`src/common/radio_ovr_pkg.sv`:
```
// Purpose: Constants and carriers for the radio override and calibration register bank
// Assumes: 7-bit register addresses delivered by the chip's serial front end
// Notes:   All offsets, field positions and reset values live here
package radio_ovr_pkg;

   // Register addresses
   localparam logic [6:0] ADDR_SYNTH_OVR  = 7'h5f;
   localparam logic [6:0] ADDR_COEF_ADDR  = 7'h60;
   localparam logic [6:0] ADDR_COEF_VALUE = 7'h61;
   localparam logic [6:0] ADDR_XTAL_CTRL  = 7'h62;
   localparam logic [6:0] ADDR_RC_COARSE  = 7'h63;
   localparam logic [6:0] ADDR_RC_FINE    = 7'h64;

   // Reset values
   localparam logic [7:0] RST_SYNTH_OVR   = 8'h00;
   localparam logic [3:0] RST_COEF_ADDR   = 4'h0;
   localparam logic [5:0] RST_COEF_VALUE  = 6'h00;
   localparam logic [4:0] RST_XTAL_CTRL   = 5'h04;
   localparam logic [7:0] RST_RC_COARSE   = 8'h00;
   localparam logic [7:0] RST_RC_FINE     = 8'h00;
   localparam logic [7:0] READ_ZERO       = 8'h00;

   // Synthesizer override bit positions
   localparam int SYN_FRAC_DIV        = 7;
   localparam int SYN_DIV_THREE_ONE   = 6;
   localparam int SYN_DIV_TWO         = 5;
   localparam int SYN_DIV_ONE_HALF    = 4;
   localparam int SYN_VCO_BIAS_SHUNT  = 3;
   localparam int SYN_VCO             = 2;
   localparam int SYN_CHARGE_PUMP     = 1;
   localparam int SYN_BANDGAP         = 0;

   // Oscillator control field positions
   localparam int XT_PWST_HI          = 7;
   localparam int XT_PWST_LO          = 5;
   localparam int XT_CLK_HYST         = 4;
   localparam int XT_DOUBLE_BIAS      = 3;
   localparam int XT_DOUBLE_AMP       = 2;
   localparam int XT_BUF_OVR          = 1;
   localparam int XT_BUF_EN           = 0;

   // Calibration register layout
   localparam int CAL_OVR_BIT         = 7;
   localparam int CAL_VAL_HI          = 6;
   localparam int COEF_ADDR_HI        = 3;
   localparam int COEF_VAL_HI         = 5;
   localparam int COEF_DEPTH          = 16;

   // Power state encodings
   localparam logic [2:0] PWST_LOW_POWER = 3'h0;
   localparam logic [2:0] PWST_READY     = 3'h1;
   localparam logic [2:0] PWST_TUNE      = 3'h3;
   localparam logic [2:0] PWST_TRANSMIT  = 3'h2;
   localparam logic [2:0] PWST_RECEIVE   = 3'h7;

   // One register access from the serial front end
   typedef struct packed {
      logic       wr;
      logic       rd;
      logic [6:0] addr;
      logic [7:0] wdata;
   } reg_req_s;

   // Values reported by the calibration engines and the chip state machine
   typedef struct packed {
      logic [2:0] power_state;
      logic       sm_xtal_buf_en;
      logic [6:0] rc_coarse;
      logic [6:0] rc_fine;
   } chip_status_s;

endpackage : radio_ovr_pkg

```
`src/rtl/coef_lut.sv`:
```
// Purpose: Channel filter coefficient table, one host port and one filter read port
// Assumes: Host write and filter read share the clock
// Notes:   Host read is combinational; the caller registers it
module coef_lut (
   // Clock and reset
   input  wire logic       clk_i,
   input  wire logic       rst_i,
   // Host port
   input  wire logic [3:0] host_addr_i,
   input  wire logic       host_wr_i,
   input  wire logic [5:0] host_wdata_i,
   output logic      [5:0] host_rdata_o,
   // Filter port
   input  wire logic [3:0] filt_addr_i,
   output logic      [5:0] filt_rdata_o
);

   logic [5:0] table_mem [radio_ovr_pkg::COEF_DEPTH];

   // Kept in flops with reset so the filter never sees an undefined tap
   always_ff @(posedge clk_i or posedge rst_i) begin
      if (rst_i) begin
         for (int i = 0; i < radio_ovr_pkg::COEF_DEPTH; i++) begin
            table_mem[i] <= radio_ovr_pkg::RST_COEF_VALUE;
         end
      end else if (host_wr_i) begin
         table_mem[host_addr_i] <= host_wdata_i;
      end
   end

   assign host_rdata_o = table_mem[host_addr_i];

   always_ff @(posedge clk_i or posedge rst_i) begin
      if (rst_i) begin
         filt_rdata_o <= radio_ovr_pkg::RST_COEF_VALUE;
      end else begin
         filt_rdata_o <= table_mem[filt_addr_i];
      end
   end

endmodule : coef_lut

```
`src/rtl/radio_ovr_regs.sv`:
```
// Purpose: Synthesizer override, coefficient window, crystal and RC calibration registers
// Assumes: Register accesses and status come from logic on clk_i
// Notes:   Block outputs follow a register write by two clock edges

module radio_ovr_regs (
   // Clock and reset
   input  wire logic                       clk_i,
   input  wire logic                       rst_i,
   // Register access
   input  wire radio_ovr_pkg::reg_req_s    req_i,
   output logic                      [7:0] rdata_o,
   output logic                            rvalid_o,
   // Chip status and state machine enables
   input  wire radio_ovr_pkg::chip_status_s status_i,
   input  wire logic                 [7:0] sm_synth_en_i,
   input  wire logic                       global_override_en_i,
   // Synthesizer block enables
   output logic                      [7:0] synth_en_o,
   // Crystal oscillator controls
   output logic                            xtal_buf_en_o,
   output logic                            xtal_clk_hyst_o,
   output logic                            double_bias_current_o,
   output logic                            double_amplification_o,
   // RC oscillator calibration in use
   output logic                      [6:0] rc_coarse_o,
   output logic                      [6:0] rc_fine_o,
   // Channel filter tap readout
   input  wire logic                 [3:0] filt_coef_addr_i,
   output logic                      [5:0] filt_coef_o
);

   logic [7:0] synth_ovr_reg;
   logic [3:0] coef_addr_reg;
   logic [4:0] xtal_ctrl_reg;
   logic [7:0] rc_coarse_reg;
   logic [7:0] rc_fine_reg;
   logic [5:0] coef_host_rdata;
   logic       coef_wr;
   logic [7:0] rdata_next;
   logic [7:0] synth_en_next;
   logic [6:0] coarse_eff;
   logic [6:0] fine_eff;

   // Override select shared by both calibration paths
   function automatic logic [6:0] ovr_sel(input logic       ovr,
                                          input logic [6:0] sw_val,
                                          input logic [6:0] int_val);
      ovr_sel = ovr ? sw_val : int_val;
   endfunction : ovr_sel

   // Write decode for one register address
   function automatic logic hit(input radio_ovr_pkg::reg_req_s r, input logic [6:0] a);
      hit = r.wr && (r.addr == a);
   endfunction : hit

   // Synthesizer override register
   always_ff @(posedge clk_i or posedge rst_i) begin
      if (rst_i) begin
         synth_ovr_reg <= radio_ovr_pkg::RST_SYNTH_OVR;
      end else if (hit(req_i, radio_ovr_pkg::ADDR_SYNTH_OVR)) begin
         synth_ovr_reg <= req_i.wdata;
      end
   end

   // Coefficient address; reserved bits are not stored
   always_ff @(posedge clk_i or posedge rst_i) begin
      if (rst_i) begin
         coef_addr_reg <= radio_ovr_pkg::RST_COEF_ADDR;
      end else if (hit(req_i, radio_ovr_pkg::ADDR_COEF_ADDR)) begin
         coef_addr_reg <= req_i.wdata[radio_ovr_pkg::COEF_ADDR_HI:0];
      end
   end

   assign coef_wr = hit(req_i, radio_ovr_pkg::ADDR_COEF_VALUE);

   // Table kept outside the read mux so the filter port never waits on the host
   coef_lut coef_lut_inst (
      .clk_i        (clk_i),
      .rst_i        (rst_i),
      .host_addr_i  (coef_addr_reg),
      .host_wr_i    (coef_wr),
      .host_wdata_i (req_i.wdata[radio_ovr_pkg::COEF_VAL_HI:0]),
      .host_rdata_o (coef_host_rdata),
      .filt_addr_i  (filt_coef_addr_i),
      .filt_rdata_o (filt_coef_o)
   );

   // Oscillator control, writable low five bits only
   always_ff @(posedge clk_i or posedge rst_i) begin
      if (rst_i) begin
         xtal_ctrl_reg <= radio_ovr_pkg::RST_XTAL_CTRL;
      end else if (hit(req_i, radio_ovr_pkg::ADDR_XTAL_CTRL)) begin
         xtal_ctrl_reg <= req_i.wdata[radio_ovr_pkg::XT_CLK_HYST:0];
      end
   end

   // Calibration registers: flag in bit 7, value below
   always_ff @(posedge clk_i or posedge rst_i) begin
      if (rst_i) begin
         rc_coarse_reg <= radio_ovr_pkg::RST_RC_COARSE;
      end else if (hit(req_i, radio_ovr_pkg::ADDR_RC_COARSE)) begin
         rc_coarse_reg <= req_i.wdata;
      end
   end

   always_ff @(posedge clk_i or posedge rst_i) begin
      if (rst_i) begin
         rc_fine_reg <= radio_ovr_pkg::RST_RC_FINE;
      end else if (hit(req_i, radio_ovr_pkg::ADDR_RC_FINE)) begin
         rc_fine_reg <= req_i.wdata;
      end
   end

   // Value in use is also what software reads back
   assign coarse_eff = ovr_sel(rc_coarse_reg[radio_ovr_pkg::CAL_OVR_BIT],
                               rc_coarse_reg[radio_ovr_pkg::CAL_VAL_HI:0],
                               status_i.rc_coarse);
   assign fine_eff   = ovr_sel(rc_fine_reg[radio_ovr_pkg::CAL_OVR_BIT],
                               rc_fine_reg[radio_ovr_pkg::CAL_VAL_HI:0],
                               status_i.rc_fine);

   // Without the global enable an override bit can only add an enable
   always_comb begin
      if (global_override_en_i) begin
         synth_en_next = synth_ovr_reg;
      end else begin
         synth_en_next = synth_ovr_reg | sm_synth_en_i;
      end
   end

   // Registered so a block enable never glitches while the override is written
   always_ff @(posedge clk_i or posedge rst_i) begin
      if (rst_i) begin
         synth_en_o <= radio_ovr_pkg::RST_SYNTH_OVR;
      end else begin
         synth_en_o <= synth_en_next;
      end
   end

   // Crystal oscillator outputs
   always_ff @(posedge clk_i or posedge rst_i) begin
      if (rst_i) begin
         xtal_buf_en_o          <= 1'b0;
         xtal_clk_hyst_o        <= radio_ovr_pkg::RST_XTAL_CTRL[radio_ovr_pkg::XT_CLK_HYST];
         double_bias_current_o  <= radio_ovr_pkg::RST_XTAL_CTRL[radio_ovr_pkg::XT_DOUBLE_BIAS];
         double_amplification_o <= radio_ovr_pkg::RST_XTAL_CTRL[radio_ovr_pkg::XT_DOUBLE_AMP];
      end else begin
         // Software enable is dead unless the override bit is set
         xtal_buf_en_o <= xtal_ctrl_reg[radio_ovr_pkg::XT_BUF_OVR] ?
                          xtal_ctrl_reg[radio_ovr_pkg::XT_BUF_EN] :
                          status_i.sm_xtal_buf_en;
         xtal_clk_hyst_o        <= xtal_ctrl_reg[radio_ovr_pkg::XT_CLK_HYST];
         double_bias_current_o  <= xtal_ctrl_reg[radio_ovr_pkg::XT_DOUBLE_BIAS];
         double_amplification_o <= xtal_ctrl_reg[radio_ovr_pkg::XT_DOUBLE_AMP];
      end
   end

   // Calibration values handed to the RC oscillator
   always_ff @(posedge clk_i or posedge rst_i) begin
      if (rst_i) begin
         rc_coarse_o <= radio_ovr_pkg::RST_RC_COARSE[radio_ovr_pkg::CAL_VAL_HI:0];
         rc_fine_o   <= radio_ovr_pkg::RST_RC_FINE[radio_ovr_pkg::CAL_VAL_HI:0];
      end else begin
         rc_coarse_o <= coarse_eff;
         rc_fine_o   <= fine_eff;
      end
   end

   // Read mux; unmapped addresses return zero
   always_comb begin
      rdata_next = radio_ovr_pkg::READ_ZERO;
      unique case (req_i.addr)
         radio_ovr_pkg::ADDR_SYNTH_OVR: begin
            rdata_next = synth_ovr_reg;
         end
         radio_ovr_pkg::ADDR_COEF_ADDR: begin
            rdata_next[radio_ovr_pkg::COEF_ADDR_HI:0] = coef_addr_reg;
         end
         radio_ovr_pkg::ADDR_COEF_VALUE: begin
            rdata_next[radio_ovr_pkg::COEF_VAL_HI:0] = coef_host_rdata;
         end
         radio_ovr_pkg::ADDR_XTAL_CTRL: begin
            // Power state is sampled live, never latched
            rdata_next[radio_ovr_pkg::XT_PWST_HI:radio_ovr_pkg::XT_PWST_LO] =
               status_i.power_state;
            rdata_next[radio_ovr_pkg::XT_CLK_HYST:0] = xtal_ctrl_reg;
         end
         radio_ovr_pkg::ADDR_RC_COARSE: begin
            rdata_next = {rc_coarse_reg[radio_ovr_pkg::CAL_OVR_BIT], coarse_eff};
         end
         radio_ovr_pkg::ADDR_RC_FINE: begin
            rdata_next = {rc_fine_reg[radio_ovr_pkg::CAL_OVR_BIT], fine_eff};
         end
         default: begin
            rdata_next = radio_ovr_pkg::READ_ZERO;
         end
      endcase
   end

   // Read data holds between reads; the valid flag pulses once per read strobe
   always_ff @(posedge clk_i or posedge rst_i) begin
      if (rst_i) begin
         rdata_o  <= radio_ovr_pkg::READ_ZERO;
         rvalid_o <= 1'b0;
      end else begin
         rvalid_o <= req_i.rd;
         if (req_i.rd) begin
            rdata_o <= rdata_next;
         end
      end
   end

endmodule : radio_ovr_regs

```
`config.mk`:
```
export PLATFORM = sky130hd
export DESIGN_NAME = radio_ovr_regs
export DESIGN_NICKNAME = d
export VERILOG_FILES = /design/src/common/radio_ovr_pkg.sv /design/src/rtl/coef_lut.sv /design/src/rtl/radio_ovr_regs.sv
export SDC_FILE = /design/constraint.sdc
export NUM_CORES = 1
export LEC_CHECK = 0
export BUFFER_PORTS_ARGS = -buffer_cell sky130_fd_sc_hd__buf_2
export CAP_MARGIN = 10
export CORE_MARGIN = 2
export CORE_UTILIZATION = 45
export DETAILED_ROUTE_END_ITERATION = 16
export PLACE_DENSITY = 0.7
export SYNTH_ARGS = -nofsm -noshare
export SYNTH_HDL_FRONTEND = slang
export SYNTH_SLANG_ARGS = --single-unit
```
`constraint.sdc`:
```
create_clock -name clk_i -period 9.2 [get_ports clk_i]
set_clock_uncertainty 0.2 [all_clocks]
set_input_delay 0.46 -clock clk_i [delete_from_list [all_inputs] [get_ports clk_i]]
set_output_delay 0.46 -clock clk_i [all_outputs]
set_load 0.05 [all_outputs]
```
==> impl_metrics.json, run 1 <==
{
  "setup_slack_ns": 6.64,
  "syn_nets": 597,
  "yosysSeqAreaShare": 0.519,
  "ant_nets": 0,
  "drive_above_1_share": 0.529,
  "cts.repair.resized": 0,
  "startpoint": "coef_addr_reg[1]$_DFFE_PP0P_",
  "synth_top_flop_cell": "dfrtp_1",
  "fin_crit_sh": 0.279,
  "start_kind": "flip-flop",
  "gp_congestion": 0.878,
  "grt_overflow": 0,
  "synth_top_family_by_area": "multiplexers",
  "wl_met3_mm": 1.42,
  "die_area_mm2": 0.0193,
  "crit_arrival_ns": 2.67,
  "hold_buffers": 0,
  "place_area_mm2": 0.00878,
  "leakage_nw": 4.42,
  "setup_viol": 0,
  "dp.final_hpwl_mm": 13.9,
  "hold_class": "in -> async",
  "cp-end-kind": "flip-flop",
  "syn_area_mm2": 0.00821,
  "path_max_fanout": 23,
  "wl_met1_mm": 8.64,
  "grt_setup_unrepaired": "false",
  "wl_mm": 20.3,
  "p_per_area_mw_per_mm2": 181,
  "synth-edff-count": 0,
  "synthAdderAreaFrac": 0,
  "numCtsBuffers": 17,
  "required_ns": 9.30,
  "synth-simple-area-share": 0.0480,
  "htree_num_levels": 4,
  "final_nets": 666,
  "via_count": 5241,
  "drv_cap": 0,
  "die_w_um": 139,
  "antenna_found_initial": 0,
  "dr.pass1.iters": 6,
  "coreArea_mm2": 0.0179,
  "cts_root_buf": "clkbuf_16",
  "syn_avg_cell_area_um2": 15.0,
  "num_rows": 49,
  "detail_route.wl_per_cell_um": 23.7,
  "highest_layer": "met4",
  "vias_per_cell": 6.11,
  "start_util": 0.458,
  "ioPinCount": 91,
  "p_int_mw": 1.27,
  "dieHeight_um": 139,
  "regMostFlops": "coef_lut_inst.table_mem",
  "grt_pass1_wl_mm": 32.0,
  "sw_frac_of_total": 0.249,
  "design_area_mm2": 0.00938,
  "worstReg2RegStart": "coef_addr_reg[1]$_DFFE_PP0P_",
  "drc": 0,
  "synth_cell_types": 47,
  "grt_pass1_vias": 5543,
  "clock_latency_ns": 0.42,
  "p_total_mw": 1.70,
  "ir_drop_v": 0.000130,
  "max_freq_mhz": 390,
  "io_buffers": 90,
  "holdWs_ns": 0.0367,
  "clock_path_buffers": 2,
  "cts_sinks": 170,
  "largest_reg_flops": 96,
  "pwr-share-seq": 0.469,
  "grt_max_degree": 105,
  "async_reset_ff_frac": 1.00,
  "synth_xor_area_frac": 0,
  "ys_ff_latch": 170,
  "wl_met2_mm": 9.53,
  "setup_tns_ns": 0,
  "combPwrFrac": 0.103,
  "pre_cts_slack_ns": 6.46,
  "tritoncts": "built",
  "area_delta_synth_final_pct": 14.3,
  "worst_pin_slew_ns": 1.05,
  "gr-usage-all-layers": 0.217,
  "outcome": "completed",
  "synth_compound_area_frac": 0.0453,
  "path_class": "reg -> reg",
  "p_clk_frac": 0.428,
  "slew_headroom": 0.297,
  "ys_warn_count": 0,
  "switchingPower_mw": 0.423,
  "diodes": 0,
  "synthCells": 547,
  "slew_viol_final": 0,
  "report.final.hold_viol_count": 0,
  "synth.area.mux_share": 0.362,
  "period_minus_slack_ns": 2.56,
  "drt_iter0_drc": 441,
  "post_cts_buffers": 0,
  "path_clk_slew_ns": 0.07
}
==> worst max-delay path: stages (launching register included) <==
cell	delay (ns)
dfrtp_1	1.03
nand2b_1	0.18
nor2_1	0.25
nand2_1	0.38
mux2_2	0.40
==> cell type report <==
type / count / area, µm²
sequential: 170 / 4260
fill: 1471 / 8520
clock buffer: 20 / 457
tap: 229 / 287
timing repair buffer: 94 / 480
inverter: 4 / 20.0
clock inverter: 12 / 148
multi-input combinational: 329 / 3730
==> cells by family (layout without fill, tap and decap cells) <==
family,after synthesis,after routing
multiplexers,213,213
flip-flops,170,170
AND/OR/NAND/NOR,67,67
AO/OA/AOI/OAI,49,49
buffers and inverters,48,130
==> metrics by stage <==
stage,util,instances
finish,0.524,858
global route,0.524,858
CTS,0.524,858
detailed placement,0.490,826
global placement,0.490,826
floorplan,-,547
==> final timing paths <==
check	end	slack, ns	cells after the start
setup / recovery	coef_lut_inst.table_mem[79]$_DFFE_PP0P_	6.64	4
hold / removal	synth_en_o[3]$_DFF_PP0_	0.04	2
setup reg to reg	coef_lut_inst.table_mem[79]$_DFFE_PP0P_	6.64	4
hold reg to reg	double_amplification_o$_DFF_PP1_	0.18	0
max in group asynchronous	coef_lut_inst.table_mem[17]$_DFFE_PP0P_	7.31	3
min in group clk_i	synth_en_o[2]$_DFF_PP0_	0.04	2
==> metal layers <==
| layer | global-route usage | up-vias |
|---|---|---|
| li1 | - | 2220 |
| met1 | 0.289 | 2736 |
| met2 | 0.336 | 241 |
| met3 | 0.0625 | 44 |
| met4 | 0.0914 | 0 |
| met5 | 0 | - |
==> synth_stat cells (5+ instances only) <==
cell type / number / area (µm²)
a21o_1: 8 / 60.1
a21oi_1: 9 / 45.0
a221oi_1: 6 / 52.6
a22oi_1: 8 / 60.1
buf_1: 6 / 22.5
buf_2: 15 / 75.1
clkbuf_1: 19 / 71.3
dfrtp_1: 168 / 4200
mux2_2: 147 / 1660
mux2i_1: 13 / 130
mux4_2: 52 / 1170
nand2_1: 21 / 78.8
nand3_1: 5 / 25.0
nor2_1: 14 / 52.6
==> power groups by stage <==
stage	Sequential [mW]	Clock [mW]	Combinational [mW]
3_3_place_gp	0.809	0	0.174
5_1_grt	0.799	0.774	0.188
4_1_cts	0.797	0.739	0.177
6_report	0.796	0.726	0.175
2_1_floorplan	0.843	0	0.0937
3_5_place_dp	0.810	0	0.177
==> placed cells by master, fill, tap and decap left out, types with 5 or more instances in the layout <==
master / instances
a21o_1: 8
nor2_1: 14
dfrtp_1: 168
buf_2: 90
nand3_1: 5
nand2_1: 21
clkinvlp_4: 5
a22oi_1: 8
mux4_2: 52
a21oi_1: 9
a221oi_1: 6
mux2_2: 147
clkbuf_16: 17
mux2i_1: 13
No activity file was read; power rests on OpenSTA's default activity.
==> run 2, diff against run 1 <==
--- a/config.mk
+++ b/config.mk
@@ -5,12 +5,13 @@
 export SDC_FILE = /design/constraint.sdc
 export NUM_CORES = 1
 export LEC_CHECK = 0
+export ABC_AREA = 1
 export BUFFER_PORTS_ARGS = -buffer_cell sky130_fd_sc_hd__buf_2
 export CAP_MARGIN = 10
 export CORE_MARGIN = 2
 export CORE_UTILIZATION = 45
 export DETAILED_ROUTE_END_ITERATION = 16
-export PLACE_DENSITY = 0.7
+export PLACE_DENSITY = 0.72
 export SYNTH_ARGS = -nofsm -noshare
 export SYNTH_HDL_FRONTEND = slang
 export SYNTH_SLANG_ARGS = --single-unit
==> constraint.sdc (replaced) <==
create_clock -name clk_i -period 2.1 [get_ports clk_i]
set_clock_uncertainty 0.2 [all_clocks]
set_input_delay 0.105 -clock clk_i [delete_from_list [all_inputs] [get_ports clk_i]]
set_output_delay 0.105 -clock clk_i [all_outputs]
set_load 0.05 [all_outputs]
==> impl_metrics.json, run 2 <==
{
  "gr-usage-all-layers": 0.248,
  "post_cts_buffers": 0,
  "ys_ff_latch": 170,
  "worstReg2RegStart": "coef_addr_reg[1]$_DFFE_PP0P_",
  "slew_headroom": 0.582,
  "ioPinCount": 91,
  "required_ns": 2.20,
  "grt_pass1_wl_mm": 39.0,
  "start_kind": "flip-flop",
  "synth.area.mux_share": 0.0280,
  "synth-simple-area-share": 0.256,
  "worst_pin_slew_ns": 0.628,
  "synth_cell_types": 29,
  "diodes": 0,
  "start_util": 0.458,
  "final_nets": 1289,
  "ant_nets": 0,
  "clock_path_buffers": 2,
  "synth-edff-count": 0,
  "layout_commonest_cell": "nand2_1",
  "dieHeight_um": 142,
  "synth_top_flop_cell": "dfrtp_1",
  "via_count": 7982,
  "path_clk_slew_ns": 0.07,
  "crit_arrival_ns": 2.08,
  "gp_congestion": 0.958,
  "grt_max_degree": 80,
  "syn_avg_cell_area_um2": 7.69,
  "synth_top_area_frac": 0.491,
  "drc": 0,
  "yosysSeqAreaShare": 0.497,
  "final_util": 0.556,
  "die_w_um": 142,
  "netlist_top_cells_area": "dfrtp_1, nand2_1, o21ai_0",
  "setup_slack_ns": 0.122,
  "ir_drop_v": 0.000537,
  "async_reset_ff_frac": 1.00,
  "tritoncts": "built",
  "area_delta_synth_final_pct": 21.4,
  "io_buffers": 90,
  "rrSetupSlack_ns": 0.12,
  "coreArea_mm2": 0.0187,
  "rr_endpoint": "coef_lut_inst.table_mem[27]$_DFFE_PP0P_",
  "slew_viol_final": 0,
  "synthCells": 1114,
  "max_freq_mhz": 506,
  "fin_crit_sh": 0.942,
  "cts_sinks": 170,
  "vias_per_cell": 5.37,
  "grt_setup_unrepaired": "false",
  "drv_cap": 0,
  "synth.top_cells.by_count": "nand2_1, dfrtp_1, o21ai_0",
  "clock_latency_ns": 0.44,
  "die_area_mm2": 0.0202,
  "grt_pass1_vias": 7572,
  "report.final.hold_viol_count": 0,
  "setup_viol": 0,
  "syn_nets": 1164,
  "place_area_mm2": 0.00933,
  "layout_common_cells": "nand2_1, dfrtp_1, buf_2",
  "p_per_area_mw_per_mm2": 751,
  "detail_route.wl_per_cell_um": 16.3,
  "grt_overflow": 0,
  "num_rows": 50,
  "hold_class": "in -> async",
  "outcome": "completed",
  "cts_root_buf": "clkbuf_16",
  "path_max_fanout": 22,
  "synth_xor_area_frac": 0,
  "regMostFlops": "coef_lut_inst.table_mem",
  "htree_num_levels": 4,
  "period_minus_slack_ns": 1.98,
  "ys_warn_count": 0,
  "design_area_mm2": 0.0104,
  "cp-end-kind": "flip-flop",
  "dr.pass1.iters": 8,
  "fillerInstances": 1683,
  "pre_cts_slack_ns": 0.187,
  "drt_iter0_drc": 793,
  "synthAdderAreaFrac": 0,
  "antenna_found_initial": 0,
  "p_total_mw": 7.81,
  "synth_top_area_cell": "dfrtp_1",
  "leakage_nw": 5.19,
  "reg2reg_depth": 6,
  "synth_top_family_by_area": "simple AND/OR/NAND/NOR gates",
  "wl_mm": 24.3,
  "yosysMostFrequentCell": "nand2_1",
  "drive_above_1_share": 0.149,
  "syn_area_mm2": 0.00857,
  "numCtsBuffers": 17,
  "synth_compound_area_frac": 0.153,
  "setup_tns_ns": 0,
  "largest_reg_flops": 96,
  "dp.final_hpwl_mm": 16.5,
  "path_class": "reg -> reg"
}
-- run 2: cells by family after synthesis --
family / after synthesis
AO/OA/AOI/OAI: 233
flip-flops: 170
multiplexers: 24
buffers and inverters: 136
AND/OR/NAND/NOR: 551
-- run 2: layout make-up --
| class | count | area [µm²] | area share |
|---|---|---|---|
| Inverter | 77 | 293 | 0.0281 |
| Clock buffer | 18 | 439 | 0.0422 |
| Sequential cell | 170 | 4260 | 0.409 |
| Multi-Input combinational cell | 808 | 3750 | 0.360 |
| Tap cell | 234 | 293 | 0.0281 |
| Clock inverter | 14 | 151 | 0.0146 |
| Timing Repair Buffer | 165 | 1220 | 0.117 |
-- run 2: worst max-delay path by stage --
stage / from / endpoint / depth (start not counted)
6_report: coef_addr_reg[1]$_DFFE_PP0P_ / coef_lut_inst.table_mem[27]$_DFFE_PP0P_ / 6
5_1_grt: coef_addr_reg[1]$_DFFE_PP0P_ / coef_lut_inst.table_mem[27]$_DFFE_PP0P_ / 6
4_1_cts: coef_addr_reg[1]$_DFFE_PP0P_ / coef_lut_inst.table_mem[27]$_DFFE_PP0P_ / 6
3_5_place_dp: coef_addr_reg[0]$_DFFE_PP0P_ / coef_lut_inst.table_mem[70]$_DFFE_PP0P_ / 7
3_3_place_gp: coef_addr_reg[0]$_DFFE_PP0P_ / coef_lut_inst.table_mem[67]$_DFFE_PP0P_ / 7
2_1_floorplan: rst_i / coef_addr_reg[0]$_DFFE_PP0P_ / 1
-- run 2: critical path: stages (launching register included) --
cell	delay (ns)
dfrtp_1	0.45
buf_4	0.31
nand2_1	0.17
nor2_4	0.16
nand2_1	0.28
nand2_1	0.18
o21ai_1	0.10
-- run 2: routing by layer --
| layer | vias up | track usage | wire length [µm] | share of wire |
|---|---|---|---|---|
| met4 | 0 | 0.113 | 838 | 0.035 |
| met1 | 3713 | 0.337 | 10600 | 0.44 |
| li1 | 3818 | - | - | - |
| met5 | - | 0 | 0 | 0 |
| met3 | 65 | 0.0427 | 1800 | 0.074 |
| met2 | 386 | 0.390 | 11000 | 0.45 |
-- run 2: metrics by stage --
stage          hold slack [ns]  cells
6_report                0.0393   1486
5_1_grt                 0.0735   1486
4_1_cts                 0.0227   1486
3_5_place_dp           -0.0411   1406
3_3_place_gp           -0.0448   1406
2_1_floorplan          -0.0636   1114
-- run 2: timing repair --
action                                  4_1_cts  5_1_grt
endpoints found under the hold margin       185        0
gates resized for setup                       0        0
hold buffers                                 48        0
endpoints found under the setup margin        0        0
-- run 2: power breakdown --
part	switching [mW]	internal, mW	leakage (nW)	total [mW]
sequential	0.0810	3.42	2.23	3.50
clock	1.45	1.72	0.286	3.17
combinational	0.805	0.333	2.67	1.14
total	2.34	5.47	5.19	7.81
